File: config.mk
export PLATFORM = sky130hd
export DESIGN_NAME = sysbus_request_flow_ctrl
export DESIGN_NICKNAME = d
export VERILOG_FILES = /design/src/rtl/flow_ctrl_pkg.sv /design/src/rtl/sysbus_request_flow_ctrl.sv
export VERILOG_INCLUDE_DIRS = /design/src /design/src/rtl
export SDC_FILE = /design/constraint.sdc
export NUM_CORES = 1
export LEC_CHECK = 0
export BUFFER_PORTS_ARGS = -buffer_cell sky130_fd_sc_hd__buf_2
export CAP_MARGIN = 0
export CORE_ASPECT_RATIO = 0.5
export CORE_MARGIN = 10
export CORE_UTILIZATION = 45
export CTS_CLUSTER_DIAMETER = 40
export DETAILED_ROUTE_END_ITERATION = 6
export PLACE_DENSITY = 0.89
export SLEW_MARGIN = 30
export SYNTH_ARGS = -nofsm -noshare
export SYNTH_HDL_FRONTEND = slang
export SYNTH_SLANG_ARGS = --single-unit
File: constraint.sdc
create_clock -name pclk -period 2.95 [get_ports pclk]
set_input_delay 0.4425 -clock pclk [delete_from_list [all_inputs] [get_ports pclk]]
set_output_delay 0.4425 -clock pclk [all_outputs]
set_load 0.02 [all_outputs]
File: src/rtl/flow_ctrl_map.svh
/*
  Register offsets, field positions, reset values and spacing counts for the
  request issue and flow-control block. Assumes a 32-bit APB with byte addresses.
*/
`ifndef FLOW_CTRL_MAP_SVH
`define FLOW_CTRL_MAP_SVH

// ==========================================================================
// Register offsets
`define FC_OFS_CTRL      8'h00
`define FC_OFS_STATUS    8'h04

// ==========================================================================
// Field positions
`define FC_CTRL_MODE     1:0
`define FC_CTRL_L32      2
`define FC_ST_OUTST      2:0
`define FC_ST_SLAVE      3
`define FC_ST_CFBUSY     4

// ==========================================================================
// Reset values
`define FC_CTRL_RST      32'h0000_0000

// ==========================================================================
// Timing counts in system cycles
`define FC_SAMPLE_LAG    2
`define FC_OUTST_MAX     3'h4
`define FC_GAP_WIDE_WR   2'h3
`define FC_GAP_WIDE_RD   2'h3
`define FC_GAP_FAST_WR   2'h0
`define FC_GAP_FAST_RD   2'h1

`endif

File: src/rtl/flow_ctrl_pkg.sv
/*
  Types of the request issue and flow-control block: bus states, timing
  modes and the packed state record. Assumes the map header for numbers.
*/
package flow_ctrl_pkg;

  // ========================================================================
  // Bus ownership states
  typedef enum logic [1:0] {ST_IDLE, ST_DATA, ST_REL, ST_SLAVE} bus_state_t;

  // ========================================================================
  // Timing modes
  typedef enum logic [1:0] {MODE_LEGACY, MODE_REISSUE, MODE_PIPE, MODE_MSR} timing_mode_t;

  // ========================================================================
  // Whole state of the block
  typedef struct packed {
    bus_state_t   st;
    logic [1:0]   gap;
    logic [2:0]   outst;
    logic         cf1_v;
    logic         cf1_rd;
    logic         cf1_last;
    logic         cf2_v;
    logic         cf2_rd;
    logic         cf2_last;
    logic         set_open;
    logic         set_done;
    logic         uncomp;
    logic         more_pend;
    timing_mode_t mode;
    logic         legacy32;
    logic [31:0]  prdata;
    logic         rr1;
    logic         rr2;
    logic         wr1;
    logic         wr2;
    logic         er1;
    logic         er2;
    logic         vi1;
    logic         vi2;
    logic         nl1;
    logic         nl2;
  } state_t;

endpackage

File: src/rtl/sysbus_request_flow_ctrl.sv
/*
  Request issue and flow control of the processor system interface, with its
  control and status registers on APB. Assumes a transaction queue on the same
  clock that holds its head until taken, response logic on the same clock that
  flags the end of read responses and of other external requests, and agent
  pins that arrive asynchronously and are synchronised here.
*/
// Design decisions made here: register access over APB and the register addresses.
`timescale 1ns/1ps
`default_nettype none
`include "flow_ctrl_map.svh"

// How it works
// - Reads issue only if read-ready was low two cycles before the address cycle.
// - Writes issue only if write-ready was low two cycles before; agent must signal early.
// - Legacy mode: write-ready negated after a fill holds writes off four cycles.
// - Legacy timing and 32-bit bus mode outside split reads: at least two idle cycles follow every write address/data pair.
// - Legacy mode: reads after writes keep one address per four cycles.
// - In 32-bit bus mode the legacy, reissue and pipelined selections do nothing.
// - Write reissue: write-ready also needed in the address cycle, else reissue.
// - Pipelined writes: sample only two cycles before; agent takes one extra write.
// - Split reads: read-ready needed before and during the address cycle, else reissue.
// - Split reads: addresses may follow every three cycles without releasing.
// - Split reads: release when the queue is empty and reads are outstanding.
// - Split reads: release when blocked by readiness and reads or requests wait.
// - Split reads: release on external request at a transaction set boundary.
// - Split reads: release when a write set ends with reads still outstanding.
// - At most four reads outstanding; release before any further read.
// - Split reads use reissue timing for writes, never pipelined timing.
// - Release may coincide with read-ready negation; only the first read counts.
// - After an uncompelled release, signal pending work while the queue waits.
// - Bus release is a low pulse of exactly one cycle.
module sysbus_request_flow_ctrl (
  // Clock and reset
  input  wire logic        pclk,
  input  wire logic        presetn,
  // APB slave
  input  wire logic        psel,
  input  wire logic        penable,
  input  wire logic        pwrite,
  input  wire logic [7:0]  paddr,
  input  wire logic [31:0] pwdata,
  output logic             pready,
  output logic [31:0]      prdata,
  output logic             pslverr,
  // Transaction queue head
  input  wire logic        txq_valid,
  input  wire logic        txq_read,
  input  wire logic        txq_set_last,
  output logic             txq_take,
  // Response logic
  input  wire logic        resp_last,
  input  wire logic        ext_done,
  // Agent pins
  input  wire logic        agent_read_accept_n,
  input  wire logic        agent_write_accept_n,
  input  wire logic        agent_bus_request_n,
  input  wire logic        agent_drive_valid_n,
  input  wire logic        null_return_command,
  // Processor pins
  output logic             cpu_drive_valid_n,
  output logic             cpu_addr_cycle,
  output logic             cpu_addr_is_read,
  output logic             cpu_data_cycle,
  output logic             bus_release_n,
  output logic             cpu_more_pending_n,
  output logic             bus_master
);

  flow_ctrl_pkg::state_t q;
  flow_ctrl_pkg::state_t d;

  // Decision terms, all recomputed every cycle from the state record, the queue head, the response inputs and the APB inputs.
  logic rd_ok;
  logic wr_ok;
  logic ext;
  logic msr;
  logic reissue;
  logic wide;
  logic head_ok;
  logic at_limit;
  logic checked;
  logic cf_busy;
  logic can_act;
  logic rel_msr;
  logic release_now;
  logic issue;
  logic take_chk;
  logic taken_rd;
  logic taken_wr;
  logic taken_last;
  logic null_seen;
  logic slave_exit;
  logic apb_wr;
  logic apb_setup;
  logic mapped;

  // ========================================================================
  // Decisions
  always_comb begin
    // Synchronised pins, stored active high.
    rd_ok = q.rr2;
    wr_ok = q.wr2;
    ext   = q.er2;
    msr     = (q.mode == flow_ctrl_pkg::MODE_MSR);
    reissue = !q.legacy32 && (q.mode == flow_ctrl_pkg::MODE_REISSUE);
    // Four-cycle spacing in legacy timing and in the 32-bit bus mode, except in split-read timing.
    wide = !msr && (q.legacy32 || (q.mode == flow_ctrl_pkg::MODE_LEGACY));
    // The second sync stage shows the pin as it was two cycles ago.
    head_ok  = txq_read ? rd_ok : wr_ok;
    at_limit = txq_read && (q.outst == `FC_OUTST_MAX);
    // Pipelined writes skip the address-cycle check; split reads never do.
    checked  = msr || (reissue && !txq_read);
    cf_busy  = q.cf1_v || q.cf2_v;
    can_act  = (q.st == flow_ctrl_pkg::ST_IDLE) && (q.gap == 2'h0) && !cf_busy;
    // Release conditions of split-read timing; any one of them hands the bus over.
    rel_msr  = msr && (
      (!txq_valid && (q.outst != 3'h0)) ||
      (txq_valid && !head_ok && ((q.outst != 3'h0) || ext)) ||
      (ext && !q.set_open) ||
      (q.set_done && (q.outst != 3'h0)) ||
      (txq_valid && at_limit));
    release_now = can_act && (rel_msr || (!msr && ext && !q.set_open));
    // Release beats issue, so a waiting external request is not starved by a long queue.
    issue = can_act && !release_now && txq_valid && head_ok && !at_limit;
    // In the confirm cycle the second stage shows the pin of the address cycle.
    take_chk   = q.cf2_v && (q.cf2_rd ? rd_ok : wr_ok);
    taken_rd   = (issue && !checked && txq_read) || (take_chk && q.cf2_rd);
    taken_wr   = (issue && !checked && !txq_read) || (take_chk && !q.cf2_rd);
    taken_last = (issue && !checked && !txq_read && txq_set_last) ||
                 (take_chk && !q.cf2_rd && q.cf2_last);
    null_seen  = q.vi2 && q.nl2;
    // Responses come back in issue order, so a count is enough to track them.
    slave_exit = null_seen || ext_done || (resp_last && (q.outst == 3'h1));
    apb_wr     = psel && penable && pwrite;
    apb_setup  = psel && !penable;
    mapped     = (paddr == `FC_OFS_CTRL) || (paddr == `FC_OFS_STATUS);
  end

  // ========================================================================
  // Next state
  always_comb begin
    d = q;
    d.rr1 = !agent_read_accept_n;
    d.rr2 = q.rr1;
    d.wr1 = !agent_write_accept_n;
    d.wr2 = q.wr1;
    d.er1 = !agent_bus_request_n;
    d.er2 = q.er1;
    d.vi1 = !agent_drive_valid_n;
    d.vi2 = q.vi1;
    d.nl1 = null_return_command;
    d.nl2 = q.nl1;
    // The next address may come gap plus one cycles later, and never in a write data cycle.
    if (q.gap != 2'h0) begin
      d.gap = q.gap - 2'h1;
    end
    // The head stays queued until its confirm stage; an abort simply lets it issue again.
    d.cf1_v    = issue && checked;
    d.cf1_rd   = txq_read;
    d.cf1_last = txq_set_last;
    d.cf2_v    = q.cf1_v;
    d.cf2_rd   = q.cf1_rd;
    d.cf2_last = q.cf1_last;
    // A completion and a response in the same cycle cancel out.
    if (taken_rd && !(resp_last && (q.outst != 3'h0))) begin
      d.outst = q.outst + 3'h1;
    end else if (!taken_rd && resp_last && (q.outst != 3'h0)) begin
      d.outst = q.outst - 3'h1;
    end
    if (can_act) begin
      d.set_done = 1'b0;
    end
    if (taken_wr) begin
      d.set_open = !taken_last;
      d.set_done = taken_last;
    end
    unique case (q.st)
      flow_ctrl_pkg::ST_IDLE: begin
        if (release_now) begin
          d.st     = flow_ctrl_pkg::ST_REL;
          d.uncomp = (q.outst != 3'h0);
        end else if (issue && !txq_read) begin
          d.st  = flow_ctrl_pkg::ST_DATA;
          d.gap = wide ? `FC_GAP_WIDE_WR : `FC_GAP_FAST_WR;
        end else if (issue) begin
          d.gap = wide ? `FC_GAP_WIDE_RD : `FC_GAP_FAST_RD;
          if (!msr) begin
            // Outside split reads every read hands the bus over at once.
            d.st     = flow_ctrl_pkg::ST_REL;
            d.uncomp = 1'b1;
          end
        end
      end
      flow_ctrl_pkg::ST_DATA: begin
        d.st = flow_ctrl_pkg::ST_IDLE;
      end
      flow_ctrl_pkg::ST_REL: begin
        d.st = flow_ctrl_pkg::ST_SLAVE;
      end
      flow_ctrl_pkg::ST_SLAVE: begin
        if (slave_exit) begin
          d.st     = flow_ctrl_pkg::ST_IDLE;
          d.uncomp = 1'b0;
        end
      end
    endcase
    d.more_pend = (q.st == flow_ctrl_pkg::ST_SLAVE) && q.uncomp && txq_valid
                  && !slave_exit;
    // Mode is meant to change only while the interface is quiet.
    if (apb_wr && (paddr == `FC_OFS_CTRL)) begin
      d.mode     = flow_ctrl_pkg::timing_mode_t'(pwdata[`FC_CTRL_MODE]);
      d.legacy32 = pwdata[`FC_CTRL_L32];
    end
    if (apb_setup) begin
      d.prdata = 32'h0000_0000;
      if (paddr == `FC_OFS_CTRL) begin
        d.prdata[`FC_CTRL_MODE] = q.mode;
        d.prdata[`FC_CTRL_L32]  = q.legacy32;
      end else if (paddr == `FC_OFS_STATUS) begin
        d.prdata[`FC_ST_OUTST]  = q.outst;
        d.prdata[`FC_ST_SLAVE]  = (q.st == flow_ctrl_pkg::ST_SLAVE);
        d.prdata[`FC_ST_CFBUSY] = cf_busy;
      end
    end
  end

  // ========================================================================
  // State register
  // Reset returns every field to zero: legacy timing, no reads out, master state.
  always_ff @(posedge pclk or negedge presetn) begin
    if (!presetn) begin
      q <= flow_ctrl_pkg::state_t'(0);
    end else begin
      q <= d;
    end
  end

  // ========================================================================
  // Outputs
  // Address strobes are combinational so that an issue decision reaches the pins in the
  // same cycle; the write data cycle and the release strobe come from the state register.
  assign pready             = 1'b1;
  assign prdata             = q.prdata;
  assign pslverr            = psel && penable && !mapped;
  assign txq_take           = (issue && !checked) || take_chk;
  assign cpu_addr_cycle     = issue;
  assign cpu_addr_is_read   = issue && txq_read;
  assign cpu_data_cycle     = (q.st == flow_ctrl_pkg::ST_DATA);
  assign cpu_drive_valid_n  = !(issue || (q.st == flow_ctrl_pkg::ST_DATA));
  assign bus_release_n      = (q.st != flow_ctrl_pkg::ST_REL);
  assign cpu_more_pending_n = !q.more_pend;
  assign bus_master         = (q.st == flow_ctrl_pkg::ST_IDLE) || (q.st == flow_ctrl_pkg::ST_DATA);
endmodule // sysbus_request_flow_ctrl

`default_nettype wire

==> impl_metrics.env <==
export IMPL_skew_ns=0.00561
export IMPL_n_antenna_cell=0
export IMPL_final_max_slew_viol_count=0
export IMPL_syn_avg_cell_area_um2=10.2
export IMPL_gp_congestion=0.936
export IMPL_synth_area_top_cells="dfrtp_1 43%, buf_4 12%, mux2i_1 3.0%"
export IMPL_final_core_utilization_pct=52.5
export IMPL_reg2reg_to="q[56]$_DFFE_PN0P_"
export IMPL_htree_levels=2
export IMPL_clk_pin_slew_ns=0.07
export IMPL_yosysUniqueCellTypes=53
export IMPL_vias=1504
export IMPL_synth_async_reset_ratio_pct=100
export IMPL_dieArea_mm2=0.00772
export IMPL_synthesis_area_mm2=0.00202
export IMPL_synth_seq_cells=35
export IMPL_fillers=356
export IMPL_grt_max_degree=36
export IMPL_portBuffers=39
export IMPL_synthDominantCellAreaShare_pct=43.4
export IMPL_powerDensity_mw_per_mm2=778
export IMPL_grt_pass1_wl_um=7040
export IMPL_grt_pass1_vias=1531
export IMPL_pin_count=97
export IMPL_comb_power_share_pct=36.0
export IMPL_first_pass_iters=4
export IMPL_grt_usage_pct=11.4
export IMPL_drt_iter0_markers=83
export IMPL_start_util_pct=46.3
export IMPL_place_detailed_hpwl_um=3470
export IMPL_fin_crit_ns=2.79
export IMPL_pre_cts_ws_ns=0.298
export IMPL_register_area_um2=876
export IMPL_endpoint_kind="primary output"
export IMPL_worstRegToRegCells=9
export IMPL_crit_fanout=5
export IMPL_drtAntennaViolNets=0
export IMPL_critical_path_class="reg -> out"
export IMPL_synthFlopType="dfrtp_1"
export IMPL_timing_setup_tns_ns=0
export IMPL_multi_input_area_um2=931
export IMPL_p_leak_nw=1.14
export IMPL_die_y_um=67.3
export IMPL_max_freq_ghz=0.358
export IMPL_core_area_mm2=0.00436
export IMPL_die_width_um=115
export IMPL_power_switching_mw=0.624
export IMPL_clk_latency_ns=0.28
export IMPL_synth_cells=197
export IMPL_p_sw_share_pct=35.0
export IMPL_seq_area_frac_synth_pct=43.4
export IMPL_power_frac_seq_pct=35.3
export IMPL_clock_sinks=35
export IMPL_cts_made_buffers=5
export IMPL_setup_violations=0
export IMPL_arrival_ns=2.35
export IMPL_wirelength_um=4540
export IMPL_worst_slack_ns=0.155
export IMPL_pwr_share_clk_pct=28.7
export IMPL_synth_edf_count=0
export IMPL_drc=0
export IMPL_outcome="finished clean"
export IMPL_nNetsFinal=295
export IMPL_required_ns=2.51
export IMPL_maxCapViolations=0
export IMPL_p_int_mw=1.16
export IMPL_hp_class="in -> async"
export IMPL_clockBufferDepth=2
export IMPL_peakVddDrop_mv=0.234
export IMPL_drt_vias_per_instance=5.12
export IMPL_yosysWarnings=0
export IMPL_relSlewSlack_pct=50.4
export IMPL_layout_drive_gt1_share_pct=29.5
export IMPL_reg2reg_slack_ns=0.68
export IMPL_startpoint_type="register"
export IMPL_min_period_over_period_pct=94.7
export IMPL_syn2layout_area_growth_pct=13.5
export IMPL_cts_root_buf="clkbuf_8"
export IMPL_rsz0062_at_grt="no"
export IMPL_overflow=0
export IMPL_rows=17
export IMPL_r2r_start="q[55]$_DFFE_PN0P_"
export IMPL_wl_per_cell_um=15.4
export IMPL_hold_viol_final=0
export IMPL_yosysMostFrequentCell="dfrtp_1"
export IMPL_cts_tree="yes"
export IMPL_yosys_area_top_type="dfrtp_1"
export IMPL_antenna_found_initial=0
export IMPL_synth_commonest_cells="35 x dfrtp_1, 33 x buf_4, 15 x inv_1, 15 x nand2_1, 8 x nor2_1"
export IMPL_tightestPinTransition_ns=0.744
==> through the flow <==
| stage | total power, mW | cells | area (um^2) | hold slack (ns) |
|---|---|---|---|---|
| 2_1_floorplan | 1.11 | 223 | 2110 | 0.147 |
| 4_1_cts | 1.76 | 292 | 2260 | 0.247 |
| 3_3_place_gp | 1.20 | 284 | 2130 | 0.332 |
| 5_1_grt | 1.88 | 294 | 2290 | 0.255 |
| 3_5_place_dp | 1.24 | 284 | 2130 | 0.335 |
| 6_report | 1.78 | 294 | 2290 | 0.219 |
==> cell usage in the layout, fill, tap and decap left out, types with 3 or more instances in the layout <==
cell type and count:
o21ai_0 7, and3_1 5, mux2_2 4, clkbuf_8 5
and2_1 4, dfrtp_1 35, nand2_1 15, buf_4 3
inv_1 15, o31ai_1 6, mux2i_1 6, buf_2 39
a21oi_1 3, nand3_1 3, conb_1 28, ha_1 3
nor2_1 8
==> final cells by class <==
cell class / instances / share of cell area (%)
Timing Repair Buffer: 42 / 9.51
Tap cell: 57 / 3.12
Multi-Input combinational cell: 137 / 40.7
Clock buffer: 5 / 3.01
Sequential cell: 35 / 38.3
Inverter: 15 / 2.46
Clock inverter: 3 / 2.95
==> power by group through the flow <==
stage | logic [mW] | registers (mW) | clock network, mW
after detailed placement | 0.612 | 0.631 | 0
after global routing | 0.702 | 0.635 | 0.542
after floorplan | 0.498 | 0.608 | 0
after global placement | 0.577 | 0.623 | 0
after CTS | 0.618 | 0.625 | 0.516
final | 0.641 | 0.628 | 0.511
==> timing repair <==
action / 4_1_cts / 5_1_grt
setup endpoints to repair: 1 / 3
pin swaps: 0 / 2
endpoints found under the hold margin: 0 / 0
setup buffers: 0 / 2
resized for setup: 1 / 2
hold buffers: 0 / 0
==> metal layers <==
layer  up-vias  track usage, %  wire length (um)  part of all wire [%]
li1        703               -                 -                     -
met2        69            20.6              2250                    50
met1       717            11.7              1790                    39
met4         0            6.21               121                   2.7
met3        15            3.71               375                   8.3
met5         -               0                 0                     0
==> worst max-delay path, cell delays in order (launching register included) <==
cell	delay (ns)
dfrtp_1	0.43
inv_1	0.14
ha_2	0.23
nand2b_1	0.12
a31oi_2	0.23
o221ai_4	0.18
or3_1	0.42
o21ai_1	0.13
buf_2	0.17
==> sequential cells by signal, summed over array words and instances, names as in the netlist <==
| name | flops |
|---|---|
| q | 19 |
| d | 8 |
| prdata | 5 |
| ext | 1 |
| rd_ok | 1 |
| wr_ok | 1 |
==> worst max path at each step <==
stage	startpoint	slack [ns]	end	cells past startpoint
after floorplan	q[55]$_DFFE_PN0P_	0.45	txq_take	7
after global placement	q[55]$_DFFE_PN0P_	0.36	txq_take	8
after detailed placement	q[55]$_DFFE_PN0P_	0.30	txq_take	8
after CTS	q[56]$_DFFE_PN0P_	0.008	txq_take	8
after global routing	q[56]$_DFFE_PN0P_	0.04	txq_take	8
final	q[55]$_DFFE_PN0P_	0.16	txq_take	8
==> cells by family after synthesis <==
kind of cell,after synthesis,synth area share [%]
simple gates,54,15.8
flops,35,43.4
mux,11,5.96
compound gates,37,15.0
xor+xnor,2,0.869
fa+ha+maj,5,2.98
other cells,2,0.372
buf+inv,51,15.7
Power figures use the tool's default switching activity.
